[src/rtl/sysctl_pkg.sv]
// Shared constants for the system reset and test control block
package sysctl_pkg;

  localparam int unsigned RELEASE_HOLD_CYCLES = 16383;
  localparam int unsigned RELEASE_CNT_W       = 14;
  localparam int unsigned GPIO_W              = 8;
  localparam int unsigned TEST_SEL_W          = 3;
  localparam int unsigned PIN_SYNC_W          = 1 + TEST_SEL_W + GPIO_W;
  localparam int unsigned RST_SYNC_W          = 2;

  localparam logic [TEST_SEL_W-1:0] TEST_FUNCTIONAL = 3'h0;
  localparam logic [TEST_SEL_W-1:0] TEST_HIGH_Z     = 3'h3;
  localparam logic [GPIO_W-1:0]     GPIO_RESET      = 8'h00;
  localparam logic [GPIO_W-1:0]     GPIO_DIR_RESET  = 8'h00;

  typedef enum logic [2:0]
  {
    SEQ_HOLD  = 3'h1,
    SEQ_COUNT = 3'h2,
    SEQ_RUN   = 3'h4
  } seq_state_t;

endpackage : sysctl_pkg

[src/rtl/pin_sync_if.sv]
// Carrier between the pin filter and its user
`timescale 1ns/1ps
interface pin_sync_if #(parameter int unsigned W = 1);
  logic [W-1:0] raw;
  logic [W-1:0] stable;
  modport filter (input raw, output stable);
  modport user   (output raw, input stable);
endinterface : pin_sync_if

[src/rtl/pin_filter.sv]
// Three-stage input synchroniser with agreement filter
`timescale 1ns/1ps
module pin_filter
  import sysctl_pkg::*;
#(
  parameter int unsigned W = 1
)
(
  input  wire logic        clock,
  input  wire logic        rst_n,
  pin_sync_if.filter       pins
);

  logic [W-1:0] s1_r;
  logic [W-1:0] s2_r;
  logic [W-1:0] s3_r;
  logic [W-1:0] stable_r;
  logic [W-1:0] stable_nxt;

  // A bit moves only where the second and third stages agree
  always_comb
  begin
    stable_nxt = (~(s2_r ^ s3_r) & s3_r) | ((s2_r ^ s3_r) & stable_r);
  end

  always_ff @(posedge clock or negedge rst_n)
  begin
    if (!rst_n)
    begin
      s1_r     <= '0;
      s2_r     <= '0;
      s3_r     <= '0;
      stable_r <= '0;
    end
    else
    begin
      s1_r     <= pins.raw;
      s2_r     <= s1_r;
      s3_r     <= s2_r;
      stable_r <= stable_nxt;
    end
  end

  assign pins.stable = stable_r;

endmodule : pin_filter

[src/rtl/system_reset_and_test_control.sv]
// Reset release sequencer, test select decode, freeze gate and GPIO register
//
// Overview of operation
// - After reset input rises, hold core reset for 16386 system clocks, 16383 of them counted.
// - Reset input is active low, asynchronous, forcing all registers to defaults.
// - Core logic and release counter run on the system clock.
// - Freeze-permit low blocks any software debug-freeze request.
// - Test select 000 is functional, 011 puts outputs high impedance.
// - Eight bidirectional GPIO pins connect to an internal register.
`timescale 1ns/1ps
module system_reset_and_test_control
  import sysctl_pkg::*;
#(
  parameter int unsigned HOLD_CYCLES = RELEASE_HOLD_CYCLES
)
(
  input  wire logic                  clock,
  input  wire logic                  rst_n,
  input  wire logic                  freeze_permit,
  input  wire logic                  freeze_cmd,
  input  wire logic [TEST_SEL_W-1:0] test_select,
  input  wire logic                  gpio_wr_en,
  input  wire logic [GPIO_W-1:0]     gpio_wr_data,
  input  wire logic                  gpio_dir_wr_en,
  input  wire logic [GPIO_W-1:0]     gpio_dir_wr_data,
  input  wire logic [GPIO_W-1:0]     gpio_pin_level,
  output logic      [GPIO_W-1:0]     gpio_drive,
  output logic      [GPIO_W-1:0]     gpio_drive_en_n,
  output logic      [GPIO_W-1:0]     gpio_rd_data,
  output logic                       core_rst_n,
  output logic                       debug_freeze,
  output logic                       functional_operation,
  output logic                       outputs_high_impedance,
  output logic                       test_reserved
);

  pin_sync_if #(.W(PIN_SYNC_W)) pins ();

  logic [RST_SYNC_W-1:0]    rst_sync_r;
  logic [RST_SYNC_W-1:0]    rst_sync_nxt;
  seq_state_t               state_r;
  seq_state_t               state_nxt;
  logic [RELEASE_CNT_W-1:0] cnt_r;
  logic [RELEASE_CNT_W-1:0] cnt_nxt;
  logic                     core_rst_n_nxt;
  logic                     permit_s;
  logic [TEST_SEL_W-1:0]    test_s;
  logic [GPIO_W-1:0]        gpio_s;
  logic [GPIO_W-1:0]        gpio_r;
  logic [GPIO_W-1:0]        gpio_nxt;
  logic [GPIO_W-1:0]        gpio_dir_r;
  logic [GPIO_W-1:0]        gpio_dir_nxt;
  logic [GPIO_W-1:0]        gpio_rd_nxt;
  logic [GPIO_W-1:0]        gpio_drive_en_n_nxt;
  logic                     freeze_nxt;
  logic                     func_nxt;
  logic                     hiz_nxt;
  logic                     resv_nxt;

  assign pins.raw = {freeze_permit, test_select, gpio_pin_level};
  assign permit_s = pins.stable[PIN_SYNC_W-1];
  assign test_s   = pins.stable[GPIO_W +: TEST_SEL_W];
  assign gpio_s   = pins.stable[GPIO_W-1:0];

  pin_filter #(.W(PIN_SYNC_W)) u_pin_filter
  (
    .clock (clock),
    .rst_n (rst_n),
    .pins  (pins.filter)
  );

  // Reset assertion is immediate; release is retimed through two stages
  always_comb
  begin
    rst_sync_nxt = {rst_sync_r[0], 1'b1};
  end

  always_ff @(posedge clock or negedge rst_n)
  begin
    if (!rst_n)
      rst_sync_r <= '0;
    else
      rst_sync_r <= rst_sync_nxt;
  end

  // Release sequencer: counts only once the synchronised release is seen
  always_comb
  begin
    state_nxt      = state_r;
    cnt_nxt        = cnt_r;
    core_rst_n_nxt = 1'b0;
    case (state_r)
      SEQ_HOLD:
      begin
        cnt_nxt = '0;
        if (rst_sync_r[RST_SYNC_W-1])
          state_nxt = SEQ_COUNT;
      end
      SEQ_COUNT:
      begin
        cnt_nxt = cnt_r + 1'b1;
        if (cnt_r == RELEASE_CNT_W'(HOLD_CYCLES - 1))
        begin
          state_nxt      = SEQ_RUN;
          core_rst_n_nxt = 1'b1;
        end
      end
      SEQ_RUN:
      begin
        core_rst_n_nxt = 1'b1;
      end
      default:
      begin
        state_nxt = SEQ_HOLD;
        cnt_nxt   = '0;
      end
    endcase
  end

  // Core logic, including the counter, runs on the system clock
  always_ff @(posedge clock or negedge rst_n)
  begin
    if (!rst_n)
    begin
      state_r    <= SEQ_HOLD;
      cnt_r      <= '0;
      core_rst_n <= 1'b0;
    end
    else
    begin
      state_r    <= state_nxt;
      cnt_r      <= cnt_nxt;
      core_rst_n <= core_rst_n_nxt;
    end
  end

  // Freeze gate, test decode and GPIO register
  always_comb
  begin
    // Permit overrides everything, and no freeze while the core is held
    freeze_nxt = freeze_cmd & permit_s & core_rst_n;
    func_nxt   = (test_s == TEST_FUNCTIONAL);
    hiz_nxt    = (test_s == TEST_HIGH_Z);
    resv_nxt   = !func_nxt && !hiz_nxt;
    gpio_nxt     = gpio_wr_en ? gpio_wr_data : gpio_r;
    gpio_dir_nxt = gpio_dir_wr_en ? gpio_dir_wr_data : gpio_dir_r;
    gpio_rd_nxt  = gpio_s;
    // High-impedance test mode releases every pin
    gpio_drive_en_n_nxt = hiz_nxt ? {GPIO_W{1'b1}} : ~gpio_dir_nxt;
  end

  always_ff @(posedge clock or negedge rst_n)
  begin
    if (!rst_n)
    begin
      debug_freeze           <= 1'b0;
      functional_operation   <= 1'b0;
      outputs_high_impedance <= 1'b0;
      test_reserved          <= 1'b0;
      gpio_r                 <= GPIO_RESET;
      gpio_dir_r             <= GPIO_DIR_RESET;
      gpio_rd_data           <= '0;
      gpio_drive_en_n        <= '1;
    end
    else
    begin
      debug_freeze           <= freeze_nxt;
      functional_operation   <= func_nxt;
      outputs_high_impedance <= hiz_nxt;
      test_reserved          <= resv_nxt;
      gpio_r                 <= gpio_nxt;
      gpio_dir_r             <= gpio_dir_nxt;
      gpio_rd_data           <= gpio_rd_nxt;
      gpio_drive_en_n        <= gpio_drive_en_n_nxt;
    end
  end

  assign gpio_drive = gpio_r;

  core_release_a : assert property (@(posedge clock) disable iff (!rst_n)
    $rose(core_rst_n) |-> $past(state_r) == SEQ_COUNT && $past(cnt_r) == RELEASE_CNT_W'(HOLD_CYCLES - 1))
    else $error("core reset released before hold count");

  reset_defaults_a : assert property (@(posedge clock)
    !rst_n |-> !core_rst_n && !debug_freeze && gpio_drive == GPIO_RESET)
    else $error("registers not at defaults in reset");

  count_step_a : assert property (@(posedge clock) disable iff (!rst_n)
    state_r == SEQ_COUNT && $past(state_r) == SEQ_COUNT |-> cnt_r == $past(cnt_r) + 1'b1)
    else $error("release counter skipped a clock");

  freeze_gate_a : assert property (@(posedge clock) disable iff (!rst_n)
    debug_freeze |-> $past(permit_s) && $past(freeze_cmd))
    else $error("freeze asserted without permit");

  freeze_block_a : assert property (@(posedge clock) disable iff (!rst_n)
    !permit_s |=> !debug_freeze)
    else $error("freeze passed while permit low");

  test_decode_a : assert property (@(posedge clock) disable iff (!rst_n)
    test_s == TEST_HIGH_Z |=> outputs_high_impedance && !functional_operation && gpio_drive_en_n == '1)
    else $error("high impedance mode not applied");

  reserved_code_a : assert property (@(posedge clock) disable iff (!rst_n)
    test_s != TEST_FUNCTIONAL && test_s != TEST_HIGH_Z |=> test_reserved && !functional_operation)
    else $error("reserved test code not flagged");

  gpio_store_a : assert property (@(posedge clock) disable iff (!rst_n)
    gpio_wr_en ##1 !gpio_wr_en |-> gpio_drive == $past(gpio_wr_data))
    else $error("gpio register lost a write");

  gpio_sample_a : assert property (@(posedge clock) disable iff (!rst_n)
    gpio_rd_data == $past(gpio_s))
    else $error("gpio read data not the filtered pin level");

  release_sync_a : assert property (@(posedge clock) disable iff (!rst_n)
    state_r == SEQ_HOLD && !rst_sync_r[RST_SYNC_W-1] |=> state_r == SEQ_HOLD)
    else $error("count started before release synchronised");

  hold_length_a : assert property (@(posedge clock) disable iff (!rst_n)
    $rose(state_r == SEQ_COUNT) |-> !core_rst_n [*8])
    else $error("core reset dropped early in count");

endmodule : system_reset_and_test_control

[config.mk]
export PLATFORM = sky130hd
export DESIGN_NAME = system_reset_and_test_control
export DESIGN_NICKNAME = d
export VERILOG_FILES = /design/src/rtl/sysctl_pkg.sv /design/src/rtl/pin_sync_if.sv /design/src/rtl/pin_filter.sv /design/src/rtl/system_reset_and_test_control.sv
export SDC_FILE = /design/constraint.sdc
export NUM_CORES = 1
export LEC_CHECK = 0
export ABC_CLOCK_PERIOD_IN_PS = 1600
export BUFFER_PORTS_ARGS = -buffer_cell sky130_fd_sc_hd__buf_2
export CAP_MARGIN = 5
export CORE_MARGIN = 4
export CORE_UTILIZATION = 49
export DETAILED_ROUTE_END_ITERATION = 10
export PLACE_DENSITY = 0.74
export SLEW_MARGIN = 30
export SYNTH_ARGS = -nofsm -noshare
export SYNTH_HDL_FRONTEND = slang
export SYNTH_SLANG_ARGS = --single-unit
[constraint.sdc]
create_clock -name clock -period 1.6 [get_ports clock]
set_input_delay 0 -clock clock [delete_from_list [all_inputs] [get_ports clock]]
set_output_delay 0 -clock clock [all_outputs]
set_load 0.02 [all_outputs]
### Yosys cells after proc, flatten, opt, wreduce, memory -nomap -nowiden

Index checks and enable logic that the tools add are counted.

* $add $sub $neg: 1
* equality and inequality tests: 7
* multiplexer cells: 8
* bitwise operators: 9
* reductions and logical operators: 5

Operators by type and width (count)
* $pmux 14 s2: 1
* $and 12x12->12: 2
* $mux 8: 2
* $add 14x1->14 const B: 1
* $eq 14x14->1 const B: 1
* $not 12->12: 1
* $or 12x12->12: 1
* $xor 12x12->12: 1
* $pmux 3 s3: 1
* $not 8->8: 1
* $eq 3x2->1 const B: 2
* $mux 3: 2
* $ne 2x2->1 const B: 2
* $eq 3x1->1 const B: 1
* $eq 3x3->1 const B: 1
* $logic_not 3->1: 1
* $reduce_and 3->1: 1
* $and 1x1->1: 2
* $logic_not 1->1: 2
* $pmux 1 s2: 1
* $logic_and 1x1->1: 1
* $mux 1: 1
* $not 1->1: 1

* bits in registers: 104
* input port bits: 33
* output and inout port bits: 29

### Depth between registers and ports, before layout

Gate-level depths: netlist of run 1.

* depth after elaboration: 4
* mapped depth: 6
* depth with buffers taken out: 6

### Modules after synthesis

From an unflattened synthesis of run 1, not the netlist that was laid out.

* cell total of the unflattened synthesis: 235
* area total of the unflattened synthesis: 3492.1 µm²

By module, submodules not included
* system_reset_and_test_control: times used 1, cells an instance 175, area each 2155.8 µm², seq. area each 1412.6 µm²
* pin_filter: times used 1, cells an instance 60, area each 1336.3 µm², seq. area each 1201.2 µm²

### Worst setup path after synthesis of run 1

OpenSTA, ideal clock, no wires.

* path type: reg2reg
* from: register cnt_r[0]
* to: register cnt_r[10]
* data arrival time: 1371 ps
* required time: 1470 ps
* slack: 99 ps
* cell stages (with the launch flop): 6
* buffers on the path: 0
* period minus slack after synthesis: 1501 ps
* cell sequence: dfrtp_1 > ha_1 > nand3_1 > or3_1 > o221ai_1 > o31ai_1

* word-level cells in the longest chain between the ends: 2

RTL lines
* start, declared: RTL line system_reset_and_test_control.sv:43 `logic [RELEASE_CNT_W-1:0] cnt_r;`
* start signal, assigned: RTL line system_reset_and_test_control.sv:132 `cnt_r <= cnt_nxt;`
* $add 14x1->14: RTL line system_reset_and_test_control.sv:101 `cnt_nxt = cnt_r + 1'b1;`
* $pmux 14 s2: RTL line system_reset_and_test_control.sv:92 `case (state_r)`

Every way passes these cells.
A chain may end at the register's enable or synchronous reset.

### Worst setup path in the final report of run 1

* from: register state_r[1]
* to: register cnt_r[10]

* word-level cells in the longest chain between the ends: 2
* elaborated cells on any way between the ends: 3
* classes of those cells: 2 x eq/ne; 1 x mux

RTL lines
* start, declared: RTL line system_reset_and_test_control.sv:41 `seq_state_t state_r;`
* start signal, assigned: RTL line system_reset_and_test_control.sv:131 `state_r <= state_nxt;`
* $eq 3x3->1 / $eq 3x2->1 (equally long branches): RTL line system_reset_and_test_control.sv:92
* $pmux 14 s2: RTL line system_reset_and_test_control.sv:92

Parallel ways exist; a longest one is shown, timed or not.

==> insert_results.sql, run 1 <==
INSERT INTO impl_metrics (metric_group, metric, value, unit) VALUES
('run_status', 'run_status', 'complete, no violations', ''),
('global_route', 'antenna_found_initial', '0', ''),
('timing', 'slew-limit-headroom', '0.522', ''),
('global_route', 'grt_start_max_net_pins', '47', ''),
('critical_path', 'critical_path_peak_fanout', '6', ''),
('yosys', 'mappedNetlistNets', '270', ''),
('final_layout', 'final_design_area_no_fill', '4510', 'um2'),
('global_route', 'grt_overflow', '0', ''),
('placement', 'finalWeightedCongestion', '0.803', ''),
('global_route', 'grt_most_used_layer', 'met2', ''),
('timing', 'timing.final.crit_period', '1540', 'ps'),
('yosys', 'ys_async_sr_fraction', '1.00', ''),
('floorplanning', 'die_h', '92.3', 'um'),
('global_route', 'track_usage', '0.148', ''),
('floorplanning', 'start_util', '0.510', ''),
('clocking', 'maximum_number_of_buffers_from_clock_root_to_sink', '2', ''),
('yosys', 'synth_area_per_cell', '14.8', 'um2'),
('route', 'routed_wl', '6040', 'um'),
('route', 'routed-via-count', '2142', ''),
('final_layout', 'multi_input_comb_area', '850', 'um2'),
('floorplanning', 'floorplan.core_area', '6830', 'um2'),
('yosys', 'synth_top_cells_by_area', 'dfrtp_1 (68%), dfstp_2 (6.8%), mux2_2 (5.2%)', ''),
('final_layout', 'drive_above_1_share', '0.358', ''),
('timing', 'timing_hold_violations_final', '0', ''),
('critical_path', 'worst_ep_arrival_time', '1790', 'ps'),
('timing', 'clock.fmax', '647', 'MHz'),
('timing', 'setup-tns-final', '0', 'ps'),
('yosys', 'synth_top_cells_by_count', 'dfrtp_1 (95), nand2_1 (24), mux2_2 (16), o21ai_0 (14), maj3_1 (12)', ''),
('route', 'vias_per_cell', '4.81', ''),
('timing', 'fin_crit_sh', '0.965', ''),
('critical_path', 'crit_path_start_kind', 'flop', ''),
('yosys', 'synth_top_area_cell', 'dfrtp_1', ''),
('pwr', 'p_per_area', '1150', 'nW/um2'),
('yosys', 'yosys.cell_types.count', '39', ''),
('final_layout', 'seqCellArea', '2620', 'um2'),
('global_route', 'grt_first_pass_wirelength', '10000', 'um'),
('timing', 'timing_worst_slew_pin_value', '714', 'ps'),
('yosys', 'syn_inst', '235', ''),
('yosys', 'seq_area_frac_synth', '0.751', ''),
('floorplanning', 'die_w', '92.3', 'um'),
('yosys', 'synthesis.area', '3480', 'um2'),
('floorplanning', 'row_count', '30', ''),
('yosys', 'ys.flop_type', 'dfrtp_1', ''),
('run', 'max-cap-violations', '0', ''),
('global_route', 'via_count_of_the_first_global_routing_pass', '2147', ''),
('clocking', 'worst_setup_hold_path_clk_slew', '90', 'ps'),
('placement', 'io_buffer_count', '61', ''),
('final_layout', 'area_growth', '29.6', '%'),
('clocking', 'cts_sinks', '104', ''),
('route', 'number_of_violations_reported_at_the_end_of_detailed_routing_iteration_0', '67', ''),
('pwr', 'total_leakage_power', '2.05', 'nW'),
('yosys', 'leading_cell_type_by_number_of_instances_after_synthesis', 'dfrtp_1', ''),
('pwr', 'max-vdd-ir-drop', '0.639', 'mV'),
('timing', 'timing.clock.skew', '8.83', 'ps'),
('route', 'drt_pass1_iterations', '4', ''),
('timing', 'final_max_slew_viol_count', '0', ''),
('clocking', 'tritoncts', 'yes', ''),
('timing', 'report.final.setup_viol', '0', ''),
('global_route', 'gr-usage-met3', '0.0284', ''),
('route', 'wl_per_cell', '13.6', 'um'),
('placement', 'placement.cell_area', '3960', 'um2'),
('yosys', 'synth_largest_type_area_fraction', '0.683', ''),
('final_layout', 'n_antenna_cell', '0', ''),
('global_route', 'grt.met1_usage', '0.190', ''),
('yosys', 'ys_seq_elements', '104', ''),
('final_layout', 'fillers', '499', ''),
('route', 'post_route_antenna_net_violation_count', '0', ''),
('clocking', 'htreeDepth', '3', ''),
('clocking', 'clk_latency', '340', 'ps'),
('critical_path', 'worst-endpoint-required', '1840', 'ps'),
('floorplanning', 'floorplan.io_pins', '62', ''),
('yosys', 'yosysWarningCount', '0', ''),
('global_route', 'globalRouteMet2Util', '0.250', ''),
('clocking', 'cts-buffers-inserted', '9', ''),
('route', 'drcViolationCount', '0', ''),
('critical_path', 'criticalPathCategory', 'reg2reg', ''),
('final_layout', 'final_nets', '379', ''),
('clocking', 'cts_root_buf', 'clkbuf_8', ''),
('placement', 'place.detailed.hpwl', '3960', 'um'),
('worst_hold_path', 'hold_class', 'in2reg', ''),
('yosys', 'synth-edff-count', '0', ''),
('floorplanning', 'die_area', '8520', 'um2'),
('critical_path', 'endpoint_kind', 'flop', '');
## cell families after synthesis
kind of cell,share of synthesized area
fa+ha+maj,0.0417
compound gates,0.0503
buf+inv,0.0122
flops,0.751
xor+xnor,0.00503
simple gates,0.0873
mux,0.0517
other cells,0.00108
## layout make-up
cell class | instances | share of cell area
clock buffer | 12 | 0.0322
clock inverter | 4 | 0.0114
inverter | 3 | 0.00250
multi-input combinational | 122 | 0.188
sequential | 104 | 0.580
tap | 96 | 0.0266
timing repair buffer | 104 | 0.159
## worst max-delay path: stages (launching register included)
cell	delay, ps
dfrtp_1	400
buf_4	150
or3b_2	560
nand2_1	130
o221ai_1	100
o31ai_1	110
## report_power, final
group	leakage, nW	internal [mW]	switching [mW]	total [mW]
Clock	0.0970	0.771	0.798	1.57
Combinational	0.716	0.306	0.361	0.667
Sequential	1.24	2.86	0.0964	2.95
## per-layer routing
layer	vias to the layer above	routed length (um)
met1	1058	2540
met3	6	220
met2	48	3200
li1	1030	-
met4	0	79
met5	-	0
## stage by stage
stage	hold slack (ps)	power, mW	std cells	util	worst slack (ps)
finish	49.7	5.19	445	0.660	55.4
global route	50.4	5.44	445	0.660	-6.22
CTS	32.0	5.22	440	0.653	14.5
detailed placement	-83.8	3.59	394	0.579	8.77
global placement	-85.8	3.55	394	0.578	-176
floorplan	-296	3.32	235	-	99.1
## final timing paths
kind / startpoint / end / slack (ps) / cells past startpoint
max: state_r[1] / cnt_r[10] / 60 / 5
min: gpio_wr_en / gpio_drive[0] / 50 / 2
max reg2reg: state_r[1] / cnt_r[10] / 60 / 5
min reg2reg: u_pin_filter.s1_r[2] / u_pin_filter.s2_r[2] / 350 / 0
max in group asynchronous: rst_n / gpio_drive_en_n[6] / 860 / 3
min in group asynchronous: rst_n / gpio_rd_data[7] / 80 / 2
## cells in the final DEF (no fill, tap or decap), types with 2 or more instances in the layout
master / count
dfrtp_1: 93
buf_2: 60
dlygate4sd3_1: 30
nand2_1: 24
mux2_2: 16
o21ai_0: 14
buf_4: 13
maj3_1: 12
clkbuf_8: 10
nor2_1: 9
dfstp_2: 9
a21oi_1: 6
or3_1: 4
nand4_1: 3
inv_1: 3
nor3_1: 3
a31oi_1: 3
nor2b_1: 2
nand3_1: 2
clkbuf_1: 2
dfrtp_2: 2
## repair_timing
| item | 4_1_cts | 5_1_grt |
|---|---|---|
| buffers inserted | 0 | 5 |
| endpoints found under the hold margin | 132 | 0 |
| hold buffers | 30 | 0 |
| pin swaps | 0 | 0 |
| resized for setup | 3 | 3 |
| setup endpoints to repair | 2 | 4 |
(Power assumes the default switching activity.)
==> run 2, diff against run 1 <==
--- a/config.mk
+++ b/config.mk
@@ -15,4 +15,5 @@
 export SLEW_MARGIN = 30
 export SYNTH_ARGS = -nofsm -noshare
 export SYNTH_HDL_FRONTEND = slang
+export SYNTH_HIERARCHICAL = 1
 export SYNTH_SLANG_ARGS = --single-unit
==> insert_results.sql, run 2 <==
INSERT INTO impl_metrics (metric_group, metric, value, unit) VALUES
('run_status', 'run_status', 'complete, no violations', ''),
('clocking', 'clk_latency', '360', 'ps'),
('clocking', 'cts-buffers-inserted', '9', ''),
('yosys', 'synth_top_cells_by_area', 'dfrtp_1 (68%), dfstp_2 (6.8%), mux2_2 (5.5%)', ''),
('final_layout', 'mostFrequentLayoutCell', 'dfrtp_1', ''),
('critical_path', 'endpoint_kind', 'flop', ''),
('route', 'drt_pass1_iterations', '4', ''),
('floorplanning', 'floorplan.core_area', '6870', 'um2'),
('clocking', 'htreeDepth', '3', ''),
('final_layout', 'finish.cell_count_without_fillers', '443', ''),
('yosys', 'dominant_combinational_cell_family_by_area_after_synthesis', 'simple AND/OR/NAND/NOR gates', ''),
('yosys', 'ys.flop_type', 'dfrtp_1', ''),
('final_layout', 'n_antenna_cell', '0', ''),
('yosys', 'synth_compound_gate_area_share', '0.0534', ''),
('timing', 'fin_crit_sh', '0.944', ''),
('yosys', 'synth_area_per_cell', '14.9', 'um2'),
('clocking', 'tritoncts', 'yes', ''),
('placement', 'finalWeightedCongestion', '0.855', ''),
('yosys', 'mappedNetlistNets', '270', ''),
('floorplanning', 'row_count', '30', ''),
('final_layout', 'post-route-util', '0.655', ''),
('critical_path', 'cp_top_family', 'simple AND/OR/NAND/NOR gates', ''),
('placement', 'io_buffer_count', '61', ''),
('final_layout', 'drive_above_1_share', '0.372', ''),
('floorplanning', 'die_area', '8540', 'um2'),
('yosys', 'synth-edff-count', '0', ''),
('clocking', 'cts_root_buf', 'clkbuf_8', ''),
('yosys', 'seq_area_frac_synth', '0.748', ''),
('critical_path', 'reg_to_reg_startpoint', 'state_r[2]', ''),
('yosys', 'ys_async_sr_fraction', '1.00', ''),
('final_layout', 'final_design_area_no_fill', '4500', 'um2'),
('global_route', 'via_count_of_the_first_global_routing_pass', '2333', ''),
('timing', 'timing.clock.skew', '5.73', 'ps'),
('critical_path', 'worst_path_max_delay_cell', 'or4_1', ''),
('critical_path', 'criticalPathCategory', 'reg2reg', ''),
('placement', 'placement.cell_area', '3990', 'um2'),
('route', 'wl_per_cell', '14.0', 'um'),
('timing', 'setup_ws', '90.3', 'ps'),
('route', 'routed-via-count', '2191', ''),
('critical_path', 'crit_path_start_kind', 'flop', ''),
('critical_path', 'critical_path_depth', '3', ''),
('final_layout', 'area_growth', '28.9', '%'),
('critical_path', 'critical_path_peak_fanout', '5', ''),
('critical_path', 'cp.buffers_inverters', '0', ''),
('critical_path', 'timing.critical_path.slowest_cell_delay', '510', 'ps'),
('route', 'routed_wl', '6220', 'um'),
('global_route', 'antenna_found_initial', '0', ''),
('final_layout', 'fillers', '497', ''),
('final_layout', 'final_cell_mix', 'dfrtp_1 (95), buf_2 (60), dlygate4sd3_1 (30)', ''),
('timing', 'clock.fmax', '662', 'MHz'),
('route', 'drcViolationCount', '0', ''),
('yosys', 'synthesis.area', '3490', 'um2'),
('yosys', 'yosysWarningCount', '6', ''),
('timing', 'report.final.setup_viol', '0', ''),
('placement', 'pre_cts_ws', '66.9', 'ps'),
('critical_path', 'crit_path_end', 'cnt_r[11]', ''),
('pwr', 'max-vdd-ir-drop', '0.493', 'mV'),
('global_route', 'grt_start_max_net_pins', '38', ''),
('yosys', 'synth.area.mux_share', '0.0548', ''),
('timing', 'timing_hold_violations_final', '0', ''),
('final_layout', 'seqCellArea', '2610', 'um2'),
('critical_path', 'ff2ff_path_depth', '3', ''),
('timing', 'grt_setup_unrepaired', 'yes', ''),
('worst_hold_path', 'hold_class', 'in2reg', ''),
('yosys', 'syn_inst', '235', ''),
('critical_path', 'worst_ep_arrival_time', '1810', 'ps'),
('yosys', 'leading_cell_type_by_number_of_instances_after_synthesis', 'dfrtp_1', ''),
('global_route', 'grt_overflow', '0', ''),
('clocking', 'cts_sinks', '104', ''),
('timing', 'timing.final.crit_period', '1510', 'ps'),
('floorplanning', 'start_util', '0.508', ''),
('placement', 'place.detailed.instances', '397', ''),
('route', 'vias_per_cell', '4.95', ''),
('final_layout', 'final_nets', '377', ''),
('route', 'number_of_violations_reported_at_the_end_of_detailed_routing_iteration_0', '127', ''),
('clocking', 'worst_setup_hold_path_clk_slew', '90', 'ps'),
('yosys', 'synth_largest_type_area_fraction', '0.681', ''),
('yosys', 'yosys.cell_types.count', '35', ''),
('pwr', 'p_per_area', '1170', 'nW/um2'),
('yosys', 'xor_and_xnor_area_share_after_synthesis', '0.00251', ''),
('clocking', 'maximum_number_of_buffers_from_clock_root_to_sink', '2', ''),
('timing', 'hold_slack', '50.3', 'ps'),
('pwr', 'totalPowerFinal', '5.25', 'mW'),
('worst_hold_path', 'hp-start', 'gpio_wr_en', ''),
('critical_path', 'worst-endpoint-required', '1900', 'ps'),
('clocking', 'cts.repair_timing.setup_buffer_count', '0', ''),
('yosys', 'yosys.area_share.adder', '0.0459', ''),
('floorplanning', 'die_h', '92.4', 'um'),
('critical_path', 'worstPathCellList', 'or3b_4 > or4_1 > nand3_1', ''),
('timing', 'setup-tns-final', '0', 'ps'),
('global_route', 'grt_first_pass_wirelength', '10700', 'um'),
('yosys', 'synth_top_cells_by_count', 'dfrtp_1 (95), nand2_1 (22), mux2_2 (17), maj3_2 (12), o21ai_0 (12)', ''),
('global_route', 'track_usage', '0.161', ''),
('timing', 'final_max_slew_viol_count', '0', ''),
('critical_path', 'r2r_end', 'cnt_r[11]', ''),
('route', 'post_route_antenna_net_violation_count', '0', ''),
('yosys', 'synth_top_area_cell', 'dfrtp_1', ''),
('critical_path', 'regToRegSetupSlack', '90', 'ps'),
('yosys', 'fraction_of_the_mapped_netlist_area_in_simple_logic_gates', '0.0831', ''),
('floorplanning', 'die_w', '92.4', 'um'),
('final_layout', 'multi_input_comb_area', '845', 'um2'),
('floorplanning', 'floorplan.io_pins', '62', ''),
('yosys', 'ys_seq_elements', '104', ''),
('placement', 'place.detailed.hpwl', '4040', 'um'),
('pwr', 'total_leakage_power', '2.10', 'nW'),
('run', 'max-cap-violations', '0', ''),
('critical_path', 'critPathLaunch', 'state_r[2]', '');
-- run 2: cell count changes in the layout (fill, tap and decap cells not counted), moves of 3 or more --
cell,change
maj3_2,+12
maj3_1,-12
and3_1,+6
nand3b_1,+3
nor2_1,-3
or3_1,-4
-- run 2: worst min path at each step --
stage	endpoint	cells past startpoint	slack (ps)
CTS	gpio_drive[5]	2	10
global placement	gpio_rd_data[2]	1	-30
finish	gpio_drive[3]	2	50
floorplan	cnt_r[0]	0	-300
global route	gpio_drive[1]	2	50
detailed placement	gpio_rd_data[2]	1	-20
-- run 2: cell type report --
| cell class | instances | area share |
|---|---|---|
| flip-flops and latches | 104 | 0.581 |
| inverters | 4 | 0.00334 |
| clock inverters | 7 | 0.0178 |
| repair buffers | 102 | 0.156 |
| clock buffers | 9 | 0.0275 |
| well taps | 96 | 0.0267 |
| multi-input cells | 121 | 0.188 |
-- run 2: routing by layer --
metal,vias up,wire (um),share of wire,GRT usage
li1,1026,-,-,-
met1,1080,2570,0.41,0.201
met2,74,3150,0.51,0.264
met3,11,403,0.065,0.0487
met4,0,82,0.013,0.0619
met5,-,0,0,0
-- run 2: what timing repair did --
| item | in CTS | in global routing |
|---|---|---|
| setup endpoints to repair | 0 | 3 |
| hold buffers | 30 | 0 |
| hold endpoints to repair | 98 | 0 |
| gates resized for setup | 0 | 3 |
-- run 2: power breakdown --
group | switching, mW | internal (mW) | total [mW] | leakage (nW)
clock network | 0.877 | 0.744 | 1.62 | 0.107
logic | 0.360 | 0.320 | 0.680 | 0.745
registers | 0.0927 | 2.85 | 2.95 | 1.25
-- run 2: kinds of logic (layout without fill, tap and decap cells) --
logic type / Yosys count / in the layout
AO/OA/AOI/OAI: 31 / 31
buffers and inverters: 10 / 122
AND/OR/NAND/NOR: 57 / 57
XOR/XNOR: 1 / 1
other: 1 / 1
adder cells (fa/ha/maj): 14 / 14
flip-flops: 104 / 104
multiplexers: 17 / 17
